==> config.mk <==
export PLATFORM = sky130hd
export DESIGN_NAME = fbop_ctrl
export DESIGN_NICKNAME = d
export VERILOG_FILES = /design/src/fbop_pkg.sv /design/src/fbop_timer.sv /design/src/fbop_ctrl.sv
export SDC_FILE = /design/constraint.sdc
export NUM_CORES = 1
export LEC_CHECK = 0
export BUFFER_PORTS_ARGS = -buffer_cell sky130_fd_sc_hd__buf_2
export CORE_MARGIN = 5
export CORE_UTILIZATION = 42
export DETAILED_ROUTE_END_ITERATION = 6
export PLACE_DENSITY = 0.65
export SLEW_MARGIN = 20
export SYNTH_ARGS = -nofsm -noshare
export SYNTH_HDL_FRONTEND = slang
export SYNTH_HIERARCHICAL = 1
export SYNTH_SLANG_ARGS = --single-unit
==> constraint.sdc <==
create_clock -name i_core_clk -period 5.16 [get_ports i_core_clk]
set_input_delay 1.032 -clock i_core_clk [delete_from_list [all_inputs] [get_ports i_core_clk]]
set_output_delay 1.032 -clock i_core_clk [all_outputs]
set_load 0.01 [all_outputs]
==> src/fbop_pkg.sv <==
// package: pin timing, opcodes and field positions for the flash bus controller
package fbop_pkg;
	// clock rate and derived counts
	localparam int CLK_PERIOD_NS     = 25;
	localparam int STEP_TIME_NS      = 100;  // least width of each strobe phase
	localparam int STEP_CYC          = (STEP_TIME_NS + CLK_PERIOD_NS - 1) / CLK_PERIOD_NS;
	localparam int PROT_TIME_US      = 100;  // protect pulse width
	localparam int PROT_CYC          = (PROT_TIME_US * 1000 + CLK_PERIOD_NS - 1) / CLK_PERIOD_NS;
	localparam int UNPROT_TIME_MS    = 10;   // unprotect operation time
	localparam int UNPROT_CYC        = (UNPROT_TIME_MS * 1000000 + CLK_PERIOD_NS - 1)
	                                   / CLK_PERIOD_NS;
	localparam int IDLE_TIME_NS      = 150;  // bus inactivity before auto standby
	localparam int IDLE_CYC          = (IDLE_TIME_NS + CLK_PERIOD_NS - 1) / CLK_PERIOD_NS;
	localparam int CNT_W             = 20;
	// widths
	localparam int ADDR_W            = 16;
	localparam int DATA_W            = 16;
	// operation codes on the command port
	localparam logic [2:0] OP_READ     = 3'h0;
	localparam logic [2:0] OP_WRITE    = 3'h1;
	localparam logic [2:0] OP_ID_READ  = 3'h2;
	localparam logic [2:0] OP_PROTECT  = 3'h3;
	localparam logic [2:0] OP_UNPROT   = 3'h4;
	localparam logic [2:0] OP_PVERIFY  = 3'h5;
	localparam logic [2:0] OP_UVERIFY  = 3'h6;
	// address bit positions
	localparam int A_SEL0            = 0;
	localparam int A_SEL1            = 1;
	localparam int A_VER6            = 6;
	localparam int A_SECT_LO         = 12;
	localparam int A_SECT_HI         = 15;
	localparam logic [ADDR_W-1:0] ADDR_RESET = 16'h0000;
	localparam logic [DATA_W-1:0] DATA_RESET = 16'h0000;
endpackage : fbop_pkg

==> src/fbop_timer.sv <==
// file: down counter that marks the end of a programmed wait
`timescale 1ns/1ps
module fbop_timer (
	// clock and reset
	input  wire logic                       i_core_clk,
	input  wire logic                       i_rst,
	// control
	input  wire logic                       i_load,
	input  wire logic [fbop_pkg::CNT_W-1:0] i_count,
	// status
	output logic                            o_done
);
	typedef struct packed {
		logic [fbop_pkg::CNT_W-1:0] cnt; // cycles still to wait
		logic                       done;
	} fbop_tmr_t;
	fbop_tmr_t st, next_st;

	// count down to one, then flag done
	always_comb begin
		next_st = st;
		if (i_load) begin
			next_st.cnt  = i_count;
			next_st.done = 1'b0;
		end else if (st.cnt > 1) begin
			next_st.cnt = st.cnt - 1'b1;
		end else begin
			next_st.done = 1'b1; // holds until next load
		end
	end

	// state register
	always_ff @(posedge i_core_clk or posedge i_rst) begin
		if (i_rst) begin
			st <= '{cnt: '0, done: 1'b1};
		end else begin
			st <= next_st;
		end
	end

	assign o_done = st.done;
endmodule : fbop_timer

==> src/fbop_ctrl.sv <==
// file: host side controller that drives the flash pins for bus and protection operations
`timescale 1ns/1ps
// Notes on behaviour
// - reads drive chip enable and output gate low
// - write only with enable, strobe low, gate high
// - protect raises line nine, gate; sector lines
// - protect strobe low for 100 us
// - elevated reset temporarily unprotects blocks
// - protect all blocks before unprotecting (not done here; OP_UNPROT leaves it to the caller)
// - unprotect elevates nine, gate, enable; lines high
// - verify each block individually after unprotect (not done here; OP_UVERIFY checks one sector per request, left to the caller)
module fbop_ctrl (
	// clock and reset
	input  wire logic                        i_core_clk,
	input  wire logic                        i_rst,
	// command port
	input  wire logic                        i_req,
	input  wire logic [2:0]                  i_op,
	input  wire logic [fbop_pkg::ADDR_W-1:0] i_addr,
	input  wire logic [fbop_pkg::DATA_W-1:0] i_wdata,
	input  wire logic                        i_byte_mode,
	input  wire logic                        i_temp_unprot,
	output logic                             o_busy,
	output logic                             o_rvalid,
	output logic [fbop_pkg::DATA_W-1:0]      o_rdata,
	// flash pins
	output logic                             o_chip_en_n,
	output logic                             o_out_gate_n,
	output logic                             o_write_n,
	output logic                             o_reset_unprotect_n,
	output logic                             o_word_sel,
	output logic [fbop_pkg::ADDR_W-1:0]      o_addr,
	output logic                             o_top_data_or_low_address_line,
	output logic [fbop_pkg::DATA_W-1:0]      o_dq,
	output logic                             o_dq_oe,
	input  wire logic [fbop_pkg::DATA_W-1:0] i_dq,
	input  wire logic                        i_ready_busy_n,
	// elevated identification level qualifiers
	output logic                             o_elevated_id_level_a9,
	output logic                             o_elevated_id_level_gate,
	output logic                             o_elevated_id_level_ce,
	output logic                             o_elevated_id_level_rst
);
	// one-hot phases of a bus transfer
	typedef enum logic [6:0] {
		S_IDLE  = 7'h01,
		S_SETUP = 7'h02, // address and qualifiers settle
		S_STRB  = 7'h04, // strobe low
		S_HOLD  = 7'h08, // strobe released, data hold
		S_UWAIT = 7'h10, // unprotect run time
		S_SAMP  = 7'h20, // read data capture
		S_STBY  = 7'h40  // auto standby, bus parked
	} fbop_state_t;

	typedef struct packed {
		fbop_state_t                  state;
		logic [2:0]                   op;
		logic [fbop_pkg::CNT_W-1:0]   cnt;
		logic                         busy;
		logic                         rvalid;
		logic [fbop_pkg::DATA_W-1:0]  rdata;
		logic                         ce_n;
		logic                         oe_n;
		logic                         we_n;
		logic                         word_sel;
		logic [fbop_pkg::ADDR_W-1:0]  addr;
		logic                         alow;
		logic [fbop_pkg::DATA_W-1:0]  dq;
		logic                         dq_oe;
		logic                         e_a9;
		logic                         e_gate;
		logic                         e_ce;
		logic                         e_rst;
	} fbop_st_t;

	fbop_st_t st, next_st;
	logic     tmr_load;  // start the long unprotect wait
	logic     tmr_done;  // unprotect wait has run out

	// the 10 ms wait lives in its own counter; this counter has the same CNT_W width
	fbop_timer u_unprot_tmr (
		.i_core_clk (i_core_clk),
		.i_rst      (i_rst),
		.i_load     (tmr_load),
		.i_count    (fbop_pkg::CNT_W'(fbop_pkg::UNPROT_CYC)),
		.o_done     (tmr_done)
	);

	// next-state logic for pins and sequencing
	always_comb begin
		next_st        = st;
		tmr_load       = 1'b0;
		next_st.rvalid = 1'b0;
		next_st.e_rst  = i_temp_unprot;
		case (st.state)
			S_IDLE, S_STBY: begin
				if (st.state == S_IDLE && st.cnt != '0) begin
					next_st.cnt = st.cnt - 1'b1;
				end else if (st.state == S_IDLE) begin
					next_st.state = S_STBY;
				end
				if (i_req) begin
					next_st.state    = S_SETUP;
					next_st.busy     = 1'b1;
					next_st.op       = i_op;
					next_st.cnt      = fbop_pkg::CNT_W'(fbop_pkg::STEP_CYC);
					next_st.word_sel = ~i_byte_mode;
					next_st.addr     = i_addr;
					// pin value kept in a flop: low address in byte mode, data msb in word mode
					next_st.alow     = i_byte_mode ? i_wdata[0]
					                 : (i_op == fbop_pkg::OP_WRITE) ? i_wdata[15] : st.dq[15];
					next_st.ce_n     = 1'b0;
					next_st.oe_n     = 1'b1;
					next_st.we_n     = 1'b1;
					next_st.dq_oe    = 1'b0;
					next_st.e_a9     = 1'b0;
					next_st.e_gate   = 1'b0;
					next_st.e_ce     = 1'b0;
					case (i_op)
						fbop_pkg::OP_WRITE: begin
							next_st.dq    = i_wdata;
							next_st.dq_oe = 1'b1;
						end
						fbop_pkg::OP_ID_READ: begin
							next_st.e_a9 = 1'b1;
							next_st.addr[fbop_pkg::A_SEL1] = 1'b0;
						end
						fbop_pkg::OP_PROTECT: begin
							next_st.e_a9   = 1'b1;
							next_st.e_gate = 1'b1;
						end
						fbop_pkg::OP_UNPROT: begin
							next_st.e_a9   = 1'b1;
							next_st.e_gate = 1'b1;
							// caller must lock every sector first; this block cannot see the locks
							next_st.e_ce   = 1'b1;
							next_st.addr[fbop_pkg::A_SECT_LO] = 1'b1;
							next_st.addr[fbop_pkg::A_SECT_HI] = 1'b1;
						end
						fbop_pkg::OP_PVERIFY, fbop_pkg::OP_UVERIFY: begin
							next_st.e_a9 = 1'b1;
							next_st.addr[fbop_pkg::A_SEL0] = 1'b0;
							next_st.addr[fbop_pkg::A_SEL1] = 1'b1;
							next_st.addr[fbop_pkg::A_VER6] = (i_op == fbop_pkg::OP_UVERIFY);
						end
						default: begin
						end
					endcase
				end
			end
			S_SETUP: begin
				if (st.cnt > 1) begin
					next_st.cnt = st.cnt - 1'b1;
				end else begin
					next_st.cnt = fbop_pkg::CNT_W'(fbop_pkg::STEP_CYC);
					case (st.op)
						fbop_pkg::OP_WRITE: begin
							next_st.we_n  = 1'b0;
							next_st.state = S_STRB;
						end
						fbop_pkg::OP_PROTECT: begin
							next_st.we_n  = 1'b0;
							next_st.cnt   = fbop_pkg::CNT_W'(fbop_pkg::PROT_CYC);
							next_st.state = S_STRB;
						end
						fbop_pkg::OP_UNPROT: begin
							next_st.we_n  = 1'b0;
							tmr_load      = 1'b1;
							next_st.state = S_UWAIT;
						end
						default: begin
							next_st.oe_n  = 1'b0;
							next_st.state = S_STRB;
						end
					endcase
				end
			end
			S_STRB: begin
				if (st.cnt > 1) begin
					next_st.cnt = st.cnt - 1'b1;
				end else if (st.op == fbop_pkg::OP_WRITE || st.op == fbop_pkg::OP_PROTECT) begin
					next_st.we_n  = 1'b1;
					next_st.cnt   = fbop_pkg::CNT_W'(fbop_pkg::STEP_CYC);
					next_st.state = S_HOLD;
				end else begin
					next_st.state = S_SAMP;
				end
			end
			S_UWAIT: begin
				if (tmr_done && !tmr_load) begin
					next_st.we_n  = 1'b1;
					next_st.cnt   = fbop_pkg::CNT_W'(fbop_pkg::STEP_CYC);
					next_st.state = S_HOLD;
				end
			end
			S_SAMP: begin
				next_st.rvalid = 1'b1;
				next_st.rdata  = i_dq;
				if (st.op == fbop_pkg::OP_ID_READ && !st.word_sel) begin
					next_st.rdata[15:8] = 8'h00;
				end
				next_st.oe_n  = 1'b1;
				next_st.cnt   = fbop_pkg::CNT_W'(fbop_pkg::STEP_CYC);
				next_st.state = S_HOLD;
			end
			S_HOLD: begin
				if (st.cnt > 1) begin
					next_st.cnt = st.cnt - 1'b1;
				end else begin
					next_st.ce_n   = 1'b1;
					next_st.dq_oe  = 1'b0;
					next_st.e_a9   = 1'b0;
					next_st.e_gate = 1'b0;
					next_st.e_ce   = 1'b0;
					next_st.busy   = 1'b0;
					next_st.cnt    = fbop_pkg::CNT_W'(fbop_pkg::IDLE_CYC);
					next_st.state  = S_IDLE;
				end
			end
			default: begin
				next_st.state = S_IDLE;
			end
		endcase
	end

	// state register; strobes idle high, elevated levels off
	always_ff @(posedge i_core_clk or posedge i_rst) begin
		if (i_rst) begin
			st          <= '0;
			st.state    <= S_IDLE;
			st.op       <= fbop_pkg::OP_READ;
			st.ce_n     <= 1'b1;
			st.oe_n     <= 1'b1;
			st.we_n     <= 1'b1;
			st.word_sel <= 1'b1;
			st.addr     <= fbop_pkg::ADDR_RESET;
			st.dq       <= fbop_pkg::DATA_RESET;
		end else begin
			st <= next_st;
		end
	end

	// outputs straight from state flops, except the reset pin tied high
	assign o_busy                         = st.busy;
	assign o_rvalid                       = st.rvalid;
	assign o_rdata                        = st.rdata;
	assign o_chip_en_n                    = st.ce_n;
	assign o_out_gate_n                   = st.oe_n;
	assign o_write_n                      = st.we_n;
	assign o_reset_unprotect_n            = 1'b1; // reset pin parked high; elevation via qualifier
	assign o_word_sel                     = st.word_sel;
	assign o_addr                         = st.addr;
	assign o_top_data_or_low_address_line = st.alow;
	assign o_dq                           = st.dq;
	assign o_dq_oe                        = st.dq_oe;
	assign o_elevated_id_level_a9         = st.e_a9;
	assign o_elevated_id_level_gate       = st.e_gate;
	assign o_elevated_id_level_ce         = st.e_ce;
	assign o_elevated_id_level_rst        = st.e_rst;
endmodule : fbop_ctrl

==> impl_metrics.ini <==
[cells_and_area]
finalNetCount = 757
final_layout_size_suffix_gt1_frac = 0.259
syn_to_final_growth_pct = 11.3
diodes = 0

[logic_synthesis]
synth_warnings = 6
yosys_register_bits = 111
synth_cells = 621
syn_area_sq_um = 5980
yosysMostFrequentCell = nand2_1
synthArstFlopShare = 1.00
synthTopCellsByArea = dfrtp_1 44%, nand2_1 8.6%, buf_4 6.7%, dfstp_2 2.6%, o21ai_0 2.6%
synth_top_area_share = 0.440
synth_edf_count = 0
synth_ff_type = dfrtp_1
yosysSeqAreaShare = 0.466
synthTopCellsByCount = 137 x nand2_1, 105 x dfrtp_1, 53 x buf_4, 31 x nor2_1, 31 x o21ai_0
synth_area_leader_cell = dfrtp_1
synth_area_per_cell_sq_um = 9.62
synth_cell_types = 81

[clock_network]
cts_hold_buf = 0
clkSinkCount = 111
cts_tree = built
path_clk_slew_ns = 0.08
post_cts_buffers = 0
clockRootBuffer = clkbuf_16
clk_latency_ns = 0.35
post_cts_resized = 0
cts_buffers = 9
cts_buffer_depth = 2
htreeDepth = 3

[global_route]
first_global_vias = 4606
grt-ovfl-total = 0
antenna_found_initial = 0
grt_start_max_net_pins = 48
grt_pass1_wl_mm = 22.5
track_usage = 0.165

[worst_setup_path]
worstPathArrival_ns = 3.49
r2r_slack_ns = 1.89
path_class = flop to flop
cpMaxStageDelayCell = nor2_1
endpoint_kind = flop
start_kind = flop
slowest_delay_ns = 0.74
crit_buf_inv = 0
crit_family = simple AND/OR/NAND/NOR gates
required_ns = 5.38
path_max_fanout = 14
crit_path_start = st[66]$_DFFE_PP0P_
crit_chain = nor4_2 -> nand2_2 -> nor3_2 -> nand2_1 -> nor2_1 -> or2_2 -> o21ai_0
reg2reg_from = st[66]$_DFFE_PP0P_

[placed_design]
place_ws_ns = 1.92
routabilityCongestion = 0.824
hpwlAfterDp_mm = 9.65
io_buffers = 115

[power]
ir_drop_mv = 0.241
p_leak_uw = 0.00303
powerDensity_nw_per_um2 = 616

[worst_hold_path]
hp-start = o_chip_en_n$_DFFE_PP1P_
hold_path.class = flop to flop

[die]
rows = 43
die_area_sq_um = 16700
io_pins = 118
dieWidth_microns = 129
coreArea_sq_um = 13900
initial_core_util = 0.429
die_h_microns = 129

[drt]
vias_per_cell = 5.26
dr.pass1.iters = 5
drc = 0
vias = 4633
post_drt_wl_per_cell_microns = 15.1
ant_nets = 0
routed_wl_mm = 13.3
drt_iter0_drc = 370

[timing]
rsz0062_at_grt = false
hold_viol = 0
period_share = 0.633
timing.final.ws_setup_ns = 1.89
timing.hold.ws_ns = 0.466
setup_viol = 0
min_period_ns = 3.27
tns_ns = 0
clock_skew_ns = 0.0109
max_freq_mhz = 306
max_slew_margin = 0.376
slew_viol_final = 0
tightest_slew_ns = 0.933

[flow_run]
cap_violations = 0

[run_status]
outcome = completed
-- layout by cell type, fill, tap and decap left out, types with 3 or more instances in the layout --
cell,synthesis,layout
conb_1,2,21
o22ai_1,4,4
nand3_1,8,8
nor3_1,19,19
buf_4,53,3
or4_1,3,3
mux2_1,10,10
nor4_1,11,11
nand2_1,137,137
a22o_1,8,8
xor2_1,6,6
or3_4,3,3
o21ai_0,31,31
nor2_1,31,31
o2bb2ai_1,3,3
xnor2_1,17,17
mux2_2,10,10
or3_1,4,4
a31oi_1,3,3
clkbuf_16,0,9
and2_1,3,3
nor3_2,4,4
o211ai_1,12,12
clkinv_2,0,3
dfrtp_1,105,105
nor4_4,4,4
a21oi_1,12,12
ha_1,5,5
buf_2,4,115
inv_1,11,10
nand2b_1,4,4
nor2b_1,3,3
dfstp_2,6,6
a211oi_1,4,4
o31ai_1,9,9
-- final cells by class --
class / count / area (sq um)
flip-flops and latches: 111 / 2790
fillers: 1308 / 7280
well taps: 180 / 225
clock inverters: 6 / 43.8
multi-input cells: 442 / 2720
repair buffers: 118 / 598
inverters: 13 / 50.0
clock buffers: 10 / 229
-- report_power, final --
group | total, uW | switching (uW) | internal, uW
Combinational | 1880 | 1110 | 770
Sequential | 1560 | 307 | 1250
Clock | 651 | 320 | 331
Total | 4100 | 1740 | 2350
-- worst min-delay path: cells and delay by family (launching register included) --
family	cells	cell delay, ns
DFF	1	0.37
AOI/OAI and AO/OA	1	0.05
buffers and inverters	1	0.04
-- stage by stage --
stage	power (uW)	instances	utilization	cell area, sq um
3_5_place_dp	3460	864	0.458	6380
3_3_place_gp	3390	864	0.458	6380
2_1_floorplan	3140	640	-	6050
5_1_grt	4420	880	0.478	6650
6_report	4100	880	0.478	6650
4_1_cts	4130	880	0.478	6650
-- kinds of logic (layout without fill, tap and decap cells) --
| group | Yosys count | in the layout | share of synthesized area |
|---|---|---|---|
| muxes | 21 | 21 | 0.0394 |
| AOI/OAI and AO/OA | 111 | 111 | 0.131 |
| DFF | 111 | 111 | 0.466 |
| adders and majority gates | 5 | 5 | 0.0105 |
| xor gates and xnor gates | 23 | 23 | 0.0337 |
| and+or+nand+nor | 261 | 261 | 0.227 |
| other | 2 | 21 | 0.00126 |
| buffers and inverters | 87 | 147 | 0.0902 |
-- registers in the layout (all words and copies together), names as in the netlist, 16 cells and up --
| name | count |
|---|---|
| o_addr | 16 |
| st | 30 |
| u_unprot_tmr/st | 20 |
| o_rdata | 16 |
| o_dq | 16 |
-- metal layers --
layer / part of all wire / GRT usage / wire length (microns)
met1: 0.43 / 0.203 / 5720
met2: 0.50 / 0.278 / 6650
met3: 0.054 / 0.0532 / 720
met4: 0.017 / 0.0506 / 232
met5: 0 / 0 / 0
-- worst paths after layout --
check / cells past startpoint / to
worst max-delay path: 7 / u_unprot_tmr/st[10]$_DFFE_PP0P_
worst max register to register: 7 / u_unprot_tmr/st[10]$_DFFE_PP0P_
worst min register to register: 2 / o_chip_en_n$_DFFE_PP1P_
min in group asynchronous: 2 / st[76]$_DFFE_PP0P_
max in group asynchronous: 3 / o_chip_en_n$_DFFE_PP1P_
worst min-delay path: 2 / o_chip_en_n$_DFFE_PP1P_
(Power assumes the default switching activity.)
